$ cat config.mk
export PLATFORM = sky130hd
export DESIGN_NAME = sfp_fifo
export DESIGN_NICKNAME = d
export VERILOG_FILES = /design/src/common/sfp_pkg.sv /design/src/hw/sfp_mem.sv /design/src/hw/sfp_fifo.sv
export SDC_FILE = /design/constraint.sdc
export NUM_CORES = 1
export LEC_CHECK = 0
export BUFFER_PORTS_ARGS = -buffer_cell sky130_fd_sc_hd__buf_4
export CAP_MARGIN = 0
export CORE_AREA = 3 3 306 308
export DETAILED_ROUTE_END_ITERATION = 12
export DIE_AREA = 0 0 309 311
export HOLD_SLACK_MARGIN = 0.02
export PLACE_DENSITY = 0.51
export SYNTH_ARGS = -nofsm -noshare
export SYNTH_HDL_FRONTEND = slang
export SYNTH_SLANG_ARGS = --single-unit
$ cat constraint.sdc
create_clock -name CLK -period 3.55 [get_ports CLK]
set_clock_uncertainty 0.2 [all_clocks]
set_input_delay 0 -clock CLK [delete_from_list [all_inputs] [get_ports CLK]]
set_output_delay 0 -clock CLK [all_outputs]
set_load 0.01 [all_outputs]
$ cat src/common/sfp_pkg.sv
// Constants and types shared by the synchronous FIFO port and flag logic.
// Assumes a single clock domain; the read and write ports share CLK.
package sfp_pkg;

    // Word width of the input and output buses
    localparam int unsigned DATA_W         = 9;
    // Default storage depth and pointer width
    localparam int unsigned DEPTH_DEFAULT  = 64;
    localparam int unsigned ADDR_W_DEFAULT = 6;
    // Offset loaded into both programmable flags at master reset
    localparam int unsigned OFFSET_DEFAULT = 7;
    // Pin mode held after master reset: high means dual write enable
    localparam logic        MODE_DUAL      = 1'b1;
    localparam logic        MODE_PROG      = 1'b0;

    // Which offset the next offset access touches (one-hot)
    typedef enum logic [1:0] {
        SEL_EMPTY = 2'b01,
        SEL_FULL  = 2'b10
    } sfp_sel_t;

endpackage : sfp_pkg

$ cat src/hw/sfp_mem.sv
// Word storage for the FIFO: one write port, one asynchronous read port.
// Assumes the caller only writes when a slot is free and gates with CE.
`timescale 1ns/1ps
module sfp_mem #(
    parameter int unsigned DEPTH  = sfp_pkg::DEPTH_DEFAULT,
    parameter int unsigned ADDR_W = sfp_pkg::ADDR_W_DEFAULT
) (
    // Clock
    input  wire logic                       clk,
    // Write side
    input  wire logic                       wr_en,
    input  wire logic [ADDR_W-1:0]          wr_addr,
    input  wire logic [sfp_pkg::DATA_W-1:0] wr_data,
    // Read side
    input  wire logic [ADDR_W-1:0]          rd_addr,
    output logic      [sfp_pkg::DATA_W-1:0] rd_data
);

    // Storage array; no reset so it can map onto RAM
    logic [sfp_pkg::DATA_W-1:0] mem [DEPTH];

    // Write one word per enabled edge
    always_ff @(posedge clk)
    begin
        if (wr_en)
        begin
            mem[wr_addr] <= wr_data;
        end
    end

    // Read is combinational; the top registers it onto the pins
    assign rd_data = mem[rd_addr];

endmodule : sfp_mem

$ cat src/hw/sfp_fifo.sv
// Synchronous 9-bit FIFO with dual-enable write port, dual-enable read
// port, output enable, and fixed plus programmable flags.
// Assumes all pin inputs are synchronous to CLK; the bus three-state is
// resolved outside from OUT_BUS_OE.
//
// What this block does
// - Load pin high at master reset: second enable
// - Load pin low at reset: offset access control
// - Dual mode: store when enable A low, B high
// - No store while full flag low
// - Output one word when both read enables low
// - No read, pointer held, while empty flag low
// - Drive output bus while output enable low, one edge after the pin
// - Empty flag low when nothing stored
// - Almost-empty low within offset of empty, default 7
// - Almost-full low within offset of full, default 7
// - Full flag low when every location holds data
// - Master reset: pointers zero, flags to reset levels
// - Flag mode: enable A alone qualifies writes
`timescale 1ns/1ps
module sfp_fifo #(
    parameter int unsigned DEPTH  = sfp_pkg::DEPTH_DEFAULT,
    parameter int unsigned ADDR_W = sfp_pkg::ADDR_W_DEFAULT
) (
    // Clock, reset, enable
    input  wire logic                       CLK,
    input  wire logic                       RESETN,
    input  wire logic                       CE,
    // Master reset pin, active low, synchronous
    input  wire logic                       MASTER_RESET_N,
    // Write port
    input  wire logic [sfp_pkg::DATA_W-1:0] IN_BUS,
    input  wire logic                       WRITE_ENABLE_A_N,
    input  wire logic                       WRITE_ENABLE_B_OR_OFFSET_LOAD,
    // Read port
    input  wire logic                       READ_ENABLE_A_N,
    input  wire logic                       READ_ENABLE_B_N,
    input  wire logic                       OUTPUT_ENABLE_N,
    output logic      [sfp_pkg::DATA_W-1:0] OUT_BUS,
    output logic                            OUT_BUS_OE,
    // Flags, all active low
    output logic                            EMPTY_FLAG_N,
    output logic                            ALMOST_EMPTY_FLAG_N,
    output logic                            ALMOST_FULL_FLAG_N,
    output logic                            FULL_FLAG_N,
    // Pin mode chosen at the last master reset
    output logic                            DUAL_ENABLE_MODE
);

    // Count width holds 0..DEPTH inclusive
    localparam int unsigned CNT_W = ADDR_W + 1;
    // Local copy of the word width so a size cast can name it plainly
    localparam int unsigned DW    = sfp_pkg::DATA_W;

    // Wrap-around pointer advance, shared by both ports
    function automatic logic [ADDR_W-1:0] inc_ptr(input logic [ADDR_W-1:0] p);
        if (p == ADDR_W'(DEPTH - 1))
        begin
            return '0;
        end
        return ADDR_W'(p + ADDR_W'(1));
    endfunction : inc_ptr

    logic [ADDR_W-1:0]          wr_ptr;       // Next slot to fill
    logic [ADDR_W-1:0]          rd_ptr;       // Oldest stored word
    logic [CNT_W-1:0]           count;        // Words stored
    logic [CNT_W-1:0]           next_count;   // Count after this edge
    logic [ADDR_W-1:0]          offset_empty; // Almost-empty offset
    logic [ADDR_W-1:0]          offset_full;  // Almost-full offset
    sfp_pkg::sfp_sel_t          wr_sel;       // Offset the next load writes
    sfp_pkg::sfp_sel_t          rd_sel;       // Offset the next readback shows
    logic                       mode;         // Dual enable or flag mode
    logic                       offset_sel;   // Load pin low in flag mode
    logic                       write_req;    // Producer asks to store
    logic                       write_do;     // Store really happens
    logic                       read_req;     // Consumer asks for a word
    logic                       read_do;      // Read really happens
    logic                       offset_wr;    // Offset load this edge
    logic                       offset_rd;    // Offset readback this edge
    logic [sfp_pkg::DATA_W-1:0] mem_rd_data;  // Word at the read pointer

    // Decode the enables according to the latched mode
    always_comb
    begin
        offset_sel = (mode == sfp_pkg::MODE_PROG) && !WRITE_ENABLE_B_OR_OFFSET_LOAD;
        if (mode == sfp_pkg::MODE_DUAL)
        begin
            // Both enables must agree before a word is stored
            write_req = !WRITE_ENABLE_A_N && WRITE_ENABLE_B_OR_OFFSET_LOAD;
        end
        else
        begin
            // Enable A alone; the load pin steals the cycle for offsets
            write_req = !WRITE_ENABLE_A_N && !offset_sel;
        end
        offset_wr = !WRITE_ENABLE_A_N && offset_sel;
        read_req  = !READ_ENABLE_A_N && !READ_ENABLE_B_N && !offset_sel;
        offset_rd = !READ_ENABLE_A_N && !READ_ENABLE_B_N && offset_sel;
        // Registered flags gate the requests, so a full FIFO ignores the write
        // and an empty FIFO ignores the read on this edge
        write_do  = write_req && FULL_FLAG_N;
        read_do   = read_req && EMPTY_FLAG_N;
    end

    // Count after this edge; simultaneous read and write cancel
    always_comb
    begin
        next_count = count;
        if (write_do && !read_do)
        begin
            next_count = CNT_W'(count + CNT_W'(1));
        end
        else if (read_do && !write_do)
        begin
            next_count = CNT_W'(count - CNT_W'(1));
        end
    end

    // Mode capture: the pin is sampled on every edge of master reset so
    // the level seen at release is the one kept
    always_ff @(posedge CLK or negedge RESETN)
    begin
        if (!RESETN)
        begin
            mode <= sfp_pkg::MODE_DUAL;
        end
        else if (CE && !MASTER_RESET_N)
        begin
            mode <= WRITE_ENABLE_B_OR_OFFSET_LOAD;
        end
    end

    // Mode status output mirrors the latched mode
    always_ff @(posedge CLK or negedge RESETN)
    begin
        if (!RESETN)
        begin
            DUAL_ENABLE_MODE <= sfp_pkg::MODE_DUAL;
        end
        else if (CE)
        begin
            DUAL_ENABLE_MODE <= mode;
        end
    end

    // Pointers and word count
    always_ff @(posedge CLK or negedge RESETN)
    begin
        if (!RESETN)
        begin
            wr_ptr <= '0;
            rd_ptr <= '0;
            count  <= '0;
        end
        else if (CE)
        begin
            if (!MASTER_RESET_N)
            begin
                // Both pointers back to the first location
                wr_ptr <= '0;
                rd_ptr <= '0;
                count  <= '0;
            end
            else
            begin
                if (write_do)
                begin
                    wr_ptr <= inc_ptr(wr_ptr);
                end
                if (read_do)
                begin
                    rd_ptr <= inc_ptr(rd_ptr);
                end
                count <= next_count;
            end
        end
    end

    // Offset loads alternate empty then full, starting over at reset
    always_ff @(posedge CLK or negedge RESETN)
    begin
        if (!RESETN)
        begin
            offset_empty <= ADDR_W'(sfp_pkg::OFFSET_DEFAULT);
            offset_full  <= ADDR_W'(sfp_pkg::OFFSET_DEFAULT);
            wr_sel       <= sfp_pkg::SEL_EMPTY;
        end
        else if (CE)
        begin
            if (!MASTER_RESET_N)
            begin
                offset_empty <= ADDR_W'(sfp_pkg::OFFSET_DEFAULT);
                offset_full  <= ADDR_W'(sfp_pkg::OFFSET_DEFAULT);
                wr_sel       <= sfp_pkg::SEL_EMPTY;
            end
            else if (offset_wr)
            begin
                unique case (wr_sel)
                    sfp_pkg::SEL_EMPTY:
                    begin
                        offset_empty <= IN_BUS[ADDR_W-1:0];
                        wr_sel       <= sfp_pkg::SEL_FULL;
                    end
                    sfp_pkg::SEL_FULL:
                    begin
                        offset_full <= IN_BUS[ADDR_W-1:0];
                        wr_sel      <= sfp_pkg::SEL_EMPTY;
                    end
                endcase
            end
        end
    end

    // Readback selector, independent of the load selector
    always_ff @(posedge CLK or negedge RESETN)
    begin
        if (!RESETN)
        begin
            rd_sel <= sfp_pkg::SEL_EMPTY;
        end
        else if (CE)
        begin
            if (!MASTER_RESET_N)
            begin
                rd_sel <= sfp_pkg::SEL_EMPTY;
            end
            else if (offset_rd)
            begin
                rd_sel <= (rd_sel == sfp_pkg::SEL_EMPTY) ? sfp_pkg::SEL_FULL
                                                         : sfp_pkg::SEL_EMPTY;
            end
        end
    end

    // Output data register; holds its word between reads
    always_ff @(posedge CLK or negedge RESETN)
    begin
        if (!RESETN)
        begin
            OUT_BUS <= '0;
        end
        else if (CE)
        begin
            if (read_do)
            begin
                OUT_BUS <= mem_rd_data;
            end
            else if (offset_rd)
            begin
                // Offsets read back zero-extended in the low bits
                OUT_BUS <= (rd_sel == sfp_pkg::SEL_EMPTY)
                         ? DW'(offset_empty)
                         : DW'(offset_full);
            end
        end
    end

    // Output enable follows the pin one edge later, like the data
    always_ff @(posedge CLK or negedge RESETN)
    begin
        if (!RESETN)
        begin
            OUT_BUS_OE <= 1'b0;
        end
        else if (CE)
        begin
            OUT_BUS_OE <= !OUTPUT_ENABLE_N;
        end
    end

    // Flags from the count after this edge, so they never lag a transfer
    always_ff @(posedge CLK or negedge RESETN)
    begin
        if (!RESETN)
        begin
            EMPTY_FLAG_N        <= 1'b0;
            ALMOST_EMPTY_FLAG_N <= 1'b0;
            ALMOST_FULL_FLAG_N  <= 1'b1;
            FULL_FLAG_N         <= 1'b1;
        end
        else if (CE)
        begin
            if (!MASTER_RESET_N)
            begin
                EMPTY_FLAG_N        <= 1'b0;
                ALMOST_EMPTY_FLAG_N <= 1'b0;
                ALMOST_FULL_FLAG_N  <= 1'b1;
                FULL_FLAG_N         <= 1'b1;
            end
            else
            begin
                EMPTY_FLAG_N        <= (next_count != '0);
                ALMOST_EMPTY_FLAG_N <= !(next_count <= CNT_W'(offset_empty));
                ALMOST_FULL_FLAG_N  <= !(next_count >= CNT_W'(DEPTH - offset_full));
                FULL_FLAG_N         <= (next_count != CNT_W'(DEPTH));
            end
        end
    end

    // Storage; writes are already gated by the full flag and CE
    sfp_mem #(
        .DEPTH  (DEPTH),
        .ADDR_W (ADDR_W)
    ) u_mem (
        .clk     (CLK),
        .wr_en   (CE && MASTER_RESET_N && write_do),
        .wr_addr (wr_ptr),
        .wr_data (IN_BUS),
        .rd_addr (rd_ptr),
        .rd_data (mem_rd_data)
    );

endmodule : sfp_fifo

==> results.py <==
metrics = {
    "synthesis": {
        "synth_top_cell_by_area": "edfxtp_1",
        "postSynthAreaPerCell_um2": 17.7,
        "synth_commonest_cells": "edfxtp_1 (576), mux4_2 (111), mux2i_1 (103)",
        "syn-cell-area_mm2": 0.0254,
        "synth.most_common_cell": "edfxtp_1",
        "yosysWarnings": 0,
        "synth_area_leaders": "edfxtp_1 (68%), mux4_2 (9.8%), mux2i_1 (4.1%)",
        "yosys.cell_types.count": 59,
        "ys_async_sr_fraction": 0.0813,
        "synthFlopType": "edfxtp_1",
        "synthCells": 1435,
        "yosysSeqAreaShare": 0.732,
        "synth_edf_count": 576,
        "ys_ff_latch": 627,
        "syn_nets": 1471,
        "synth_top_area_share": 0.681,
    },
    "drt": {
        "drc_errors": 0,
        "drt-vias-per-instance": 4.89,
        "firstDrtPassIters": 5,
        "finalWirelength_um": 65100,
        "ant_nets": 0,
        "via_count": 13964,
        "drt_iter0_drc": 1320,
        "avgRoutedWirePerCell_um": 22.8,
    },
    "setup_path": {
        "crit_type": "reg -> reg",
        "critPathRequiredTime_ns": 3.79,
        "critPathCaptureType": "flip-flop",
        "start_kind": "flip-flop",
        "path_max_fanout": 12,
        "critPathArrivalTime_ns": 3.59,
    },
    "power": {
        "p_int_uw": 13700,
        "power_density_mw_per_mm2": 620,
        "power_frac_seq": 0.453,
        "p_switching_uw": 5040,
        "ir_drop_mv": 0.352,
        "swShare": 0.269,
        "power_frac_comb": 0.189,
        "finalPower_uw": 18700,
        "p_leak_uw": 0.00977,
        "clock_power_share": 0.358,
    },
    "timing": {
        "min_period_ns": 3.35,
        "max_freq_mhz": 299,
        "holdWs_ns": 0.0790,
        "final_hold_viol_count": 0,
        "relSlewSlack": 0.353,
        "final_max_slew_viol_count": 0,
        "setup_viol": 0,
        "rsz0062_at_grt": "false",
        "fin_setup_tns_ns": 0,
        "tightest_slew_ns": 0.960,
        "layout_worst_path_cycle_share": 0.943,
    },
    "grt": {
        "grt_usage": 0.135,
        "grt-ovfl-total": 0,
        "grt_pass1_wl_um": 97200,
        "grt_max_degree": 66,
        "antenna_found_initial": 0,
        "grt_pass1_vias": 14274,
    },
    "placement": {
        "placed_area_mm2": 0.0278,
        "place_congestion": 0.843,
        "dp_hpwl_um": 41200,
        "portBuffers": 32,
    },
    "clock_network": {
        "clk_latency_ns": 0.60,
        "clk_pin_slew_worst_paths_ns": 0.06,
        "cts-resized-gates": 0,
        "numClockSinks": 627,
        "cts_root_buffer": "clkbuf_16",
        "cts_tree": "done",
        "clock_path_buffers": 3,
        "htreeDepth": 3,
        "cts_buffers": 68,
    },
    "finish": {
        "fin_nets": 1651,
        "layout-drive-gt1-share": 0.234,
        "syn_to_final_growth_pct": 19.1,
        "fin_area_mm2": 0.0302,
        "fillers": 8747,
        "n_antenna_cell": 0,
        "finish.utilization": 0.331,
    },
    "die": {
        "die_x_um": 309,
        "io_pins": 33,
        "start_util": 0.278,
        "core_area_mm2": 0.0914,
        "rows": 111,
        "die_h_um": 311,
        "die_area_mm2": 0.0961,
    },
    "hold_path": {
        "min_path_type": "in -> reg",
    },
    "run_status": {
        "outcome": "finished, final reports clean",
    },
    "flow_run": {
        "maxCapViolations": 0,
    },
}
routing by layer:
layer / vias up / part of all wire / GRT usage / wire length, um
met5: - / 0 / 0 / 0
met4: 0 / 0.022 / 0.0336 / 1420
met3: 86 / 0.051 / 0.0242 / 3330
met2: 441 / 0.45 / 0.207 / 29600
met1: 7328 / 0.47 / 0.198 / 30700
li1: 6109 / - / - / -
logic make-up (layout without fill, tap and decap cells):
group / after synthesis / count (layout) / share of synthesized area
flip-flops: 627 / 627 / 0.732
AND/OR/NAND/NOR: 259 / 259 / 0.0468
AO/OA/AOI/OAI: 203 / 203 / 0.0506
XOR/XNOR: 11 / 11 / 0.00380
multiplexers: 217 / 217 / 0.140
adder cells (fa/ha/maj): 18 / 18 / 0.00887
buffers and inverters: 100 / 334 / 0.0172
power groups by stage:
stage | clock network [uW] | logic [uW] | registers [uW]
global route | 7180 | 3830 | 8500
CTS | 6890 | 3560 | 8500
floorplan | 0 | 2260 | 8510
global placement | 0 | 3510 | 8640
finish | 6700 | 3550 | 8490
detailed placement | 0 | 3510 | 8650
final cells by class:
| cell class | instances | area, um^2 | share of cell area |
|---|---|---|---|
| Sequential cell | 627 | 18600 | 0.615 |
| Tap cell | 1186 | 1480 | 0.0491 |
| Multi-Input combinational cell | 708 | 6370 | 0.211 |
| Inverter | 26 | 97.6 | 0.00323 |
| Clock inverter | 34 | 231 | 0.00766 |
| Clock buffer | 90 | 1870 | 0.0618 |
| Timing Repair Buffer | 184 | 1580 | 0.0522 |
repair_timing:
item | 4_1_cts | 5_1_grt
setup endpoints to repair | 0 | 1
hold endpoints to repair | 676 | 0
setup buffers | 0 | 1
hold buffers | 28 | 0
stage by stage:
stage / worst slack (ns) / std cells
after floorplan: 0.549 / 1435
after global placement: 0.334 / 2702
after detailed placement: 0.326 / 2702
after CTS: 0.0952 / 2854
after global routing: 0.0776 / 2855
final: 0.202 / 2855
cell usage in the layout (no fill, tap or decap), drive strengths merged, types with 3 or more instances in the layout:
| cell | n |
|---|---|
| dfrtp | 39 |
| or3 | 5 |
| nand3b | 6 |
| a22oi | 27 |
| o211ai | 3 |
| and2 | 3 |
| mux4 | 111 |
| a221oi | 9 |
| a211oi | 3 |
| clkbuf | 90 |
| xor2 | 3 |
| dlygate4sd3 | 27 |
| nor3 | 8 |
| a31oi | 15 |
| nor2 | 97 |
| o31ai | 3 |
| a22o | 12 |
| inv | 27 |
| edfxtp | 576 |
| dfstp | 12 |
| a21oi | 46 |
| xnor2 | 8 |
| o22ai | 16 |
| nand2 | 79 |
| buf | 157 |
| nor4 | 6 |
| o21ai | 52 |
| ha | 18 |
| clkinv | 31 |
| nor2b | 10 |
| mux2 | 3 |
| mux2i | 103 |
| or3b | 5 |
| nand3 | 28 |
| a21o | 3 |
worst max-delay path: stages, from the launching register on:
cell	delay [ns]
dfrtp_1	0.52
buf_4	0.24
nor2_2	0.70
a21oi_1	0.13
a31oi_1	0.29
buf_4	0.17
o21ai_0	0.09
a221oi_1	0.63
a31oi_1	0.20
final timing paths:
check	startpoint	endpoint	slack [ns]	cells past startpoint
max	rd_ptr[2]	OUT_BUS[4]	0.20	8
min	CE	ALMOST_EMPTY_FLAG_N	0.08	3
max reg2reg	rd_ptr[2]	OUT_BUS[4]	0.20	8
min reg2reg	wr_sel[0]	wr_sel[0]	0.27	2
max in group asynchronous	RESETN	rd_ptr[1]	2.47	4
min in group asynchronous	RESETN	offset_full[0]	0.39	3
registers in the layout (all words and copies together) (netlist names), 2 cells and up:
name	count
rd_ptr	6
rd_sel	2
offset_full	6
wr_ptr	6
OUT_BUS	9
offset_empty	6
wr_sel	2
count	7
u_mem.mem	576
(Power assumes the default switching activity.)
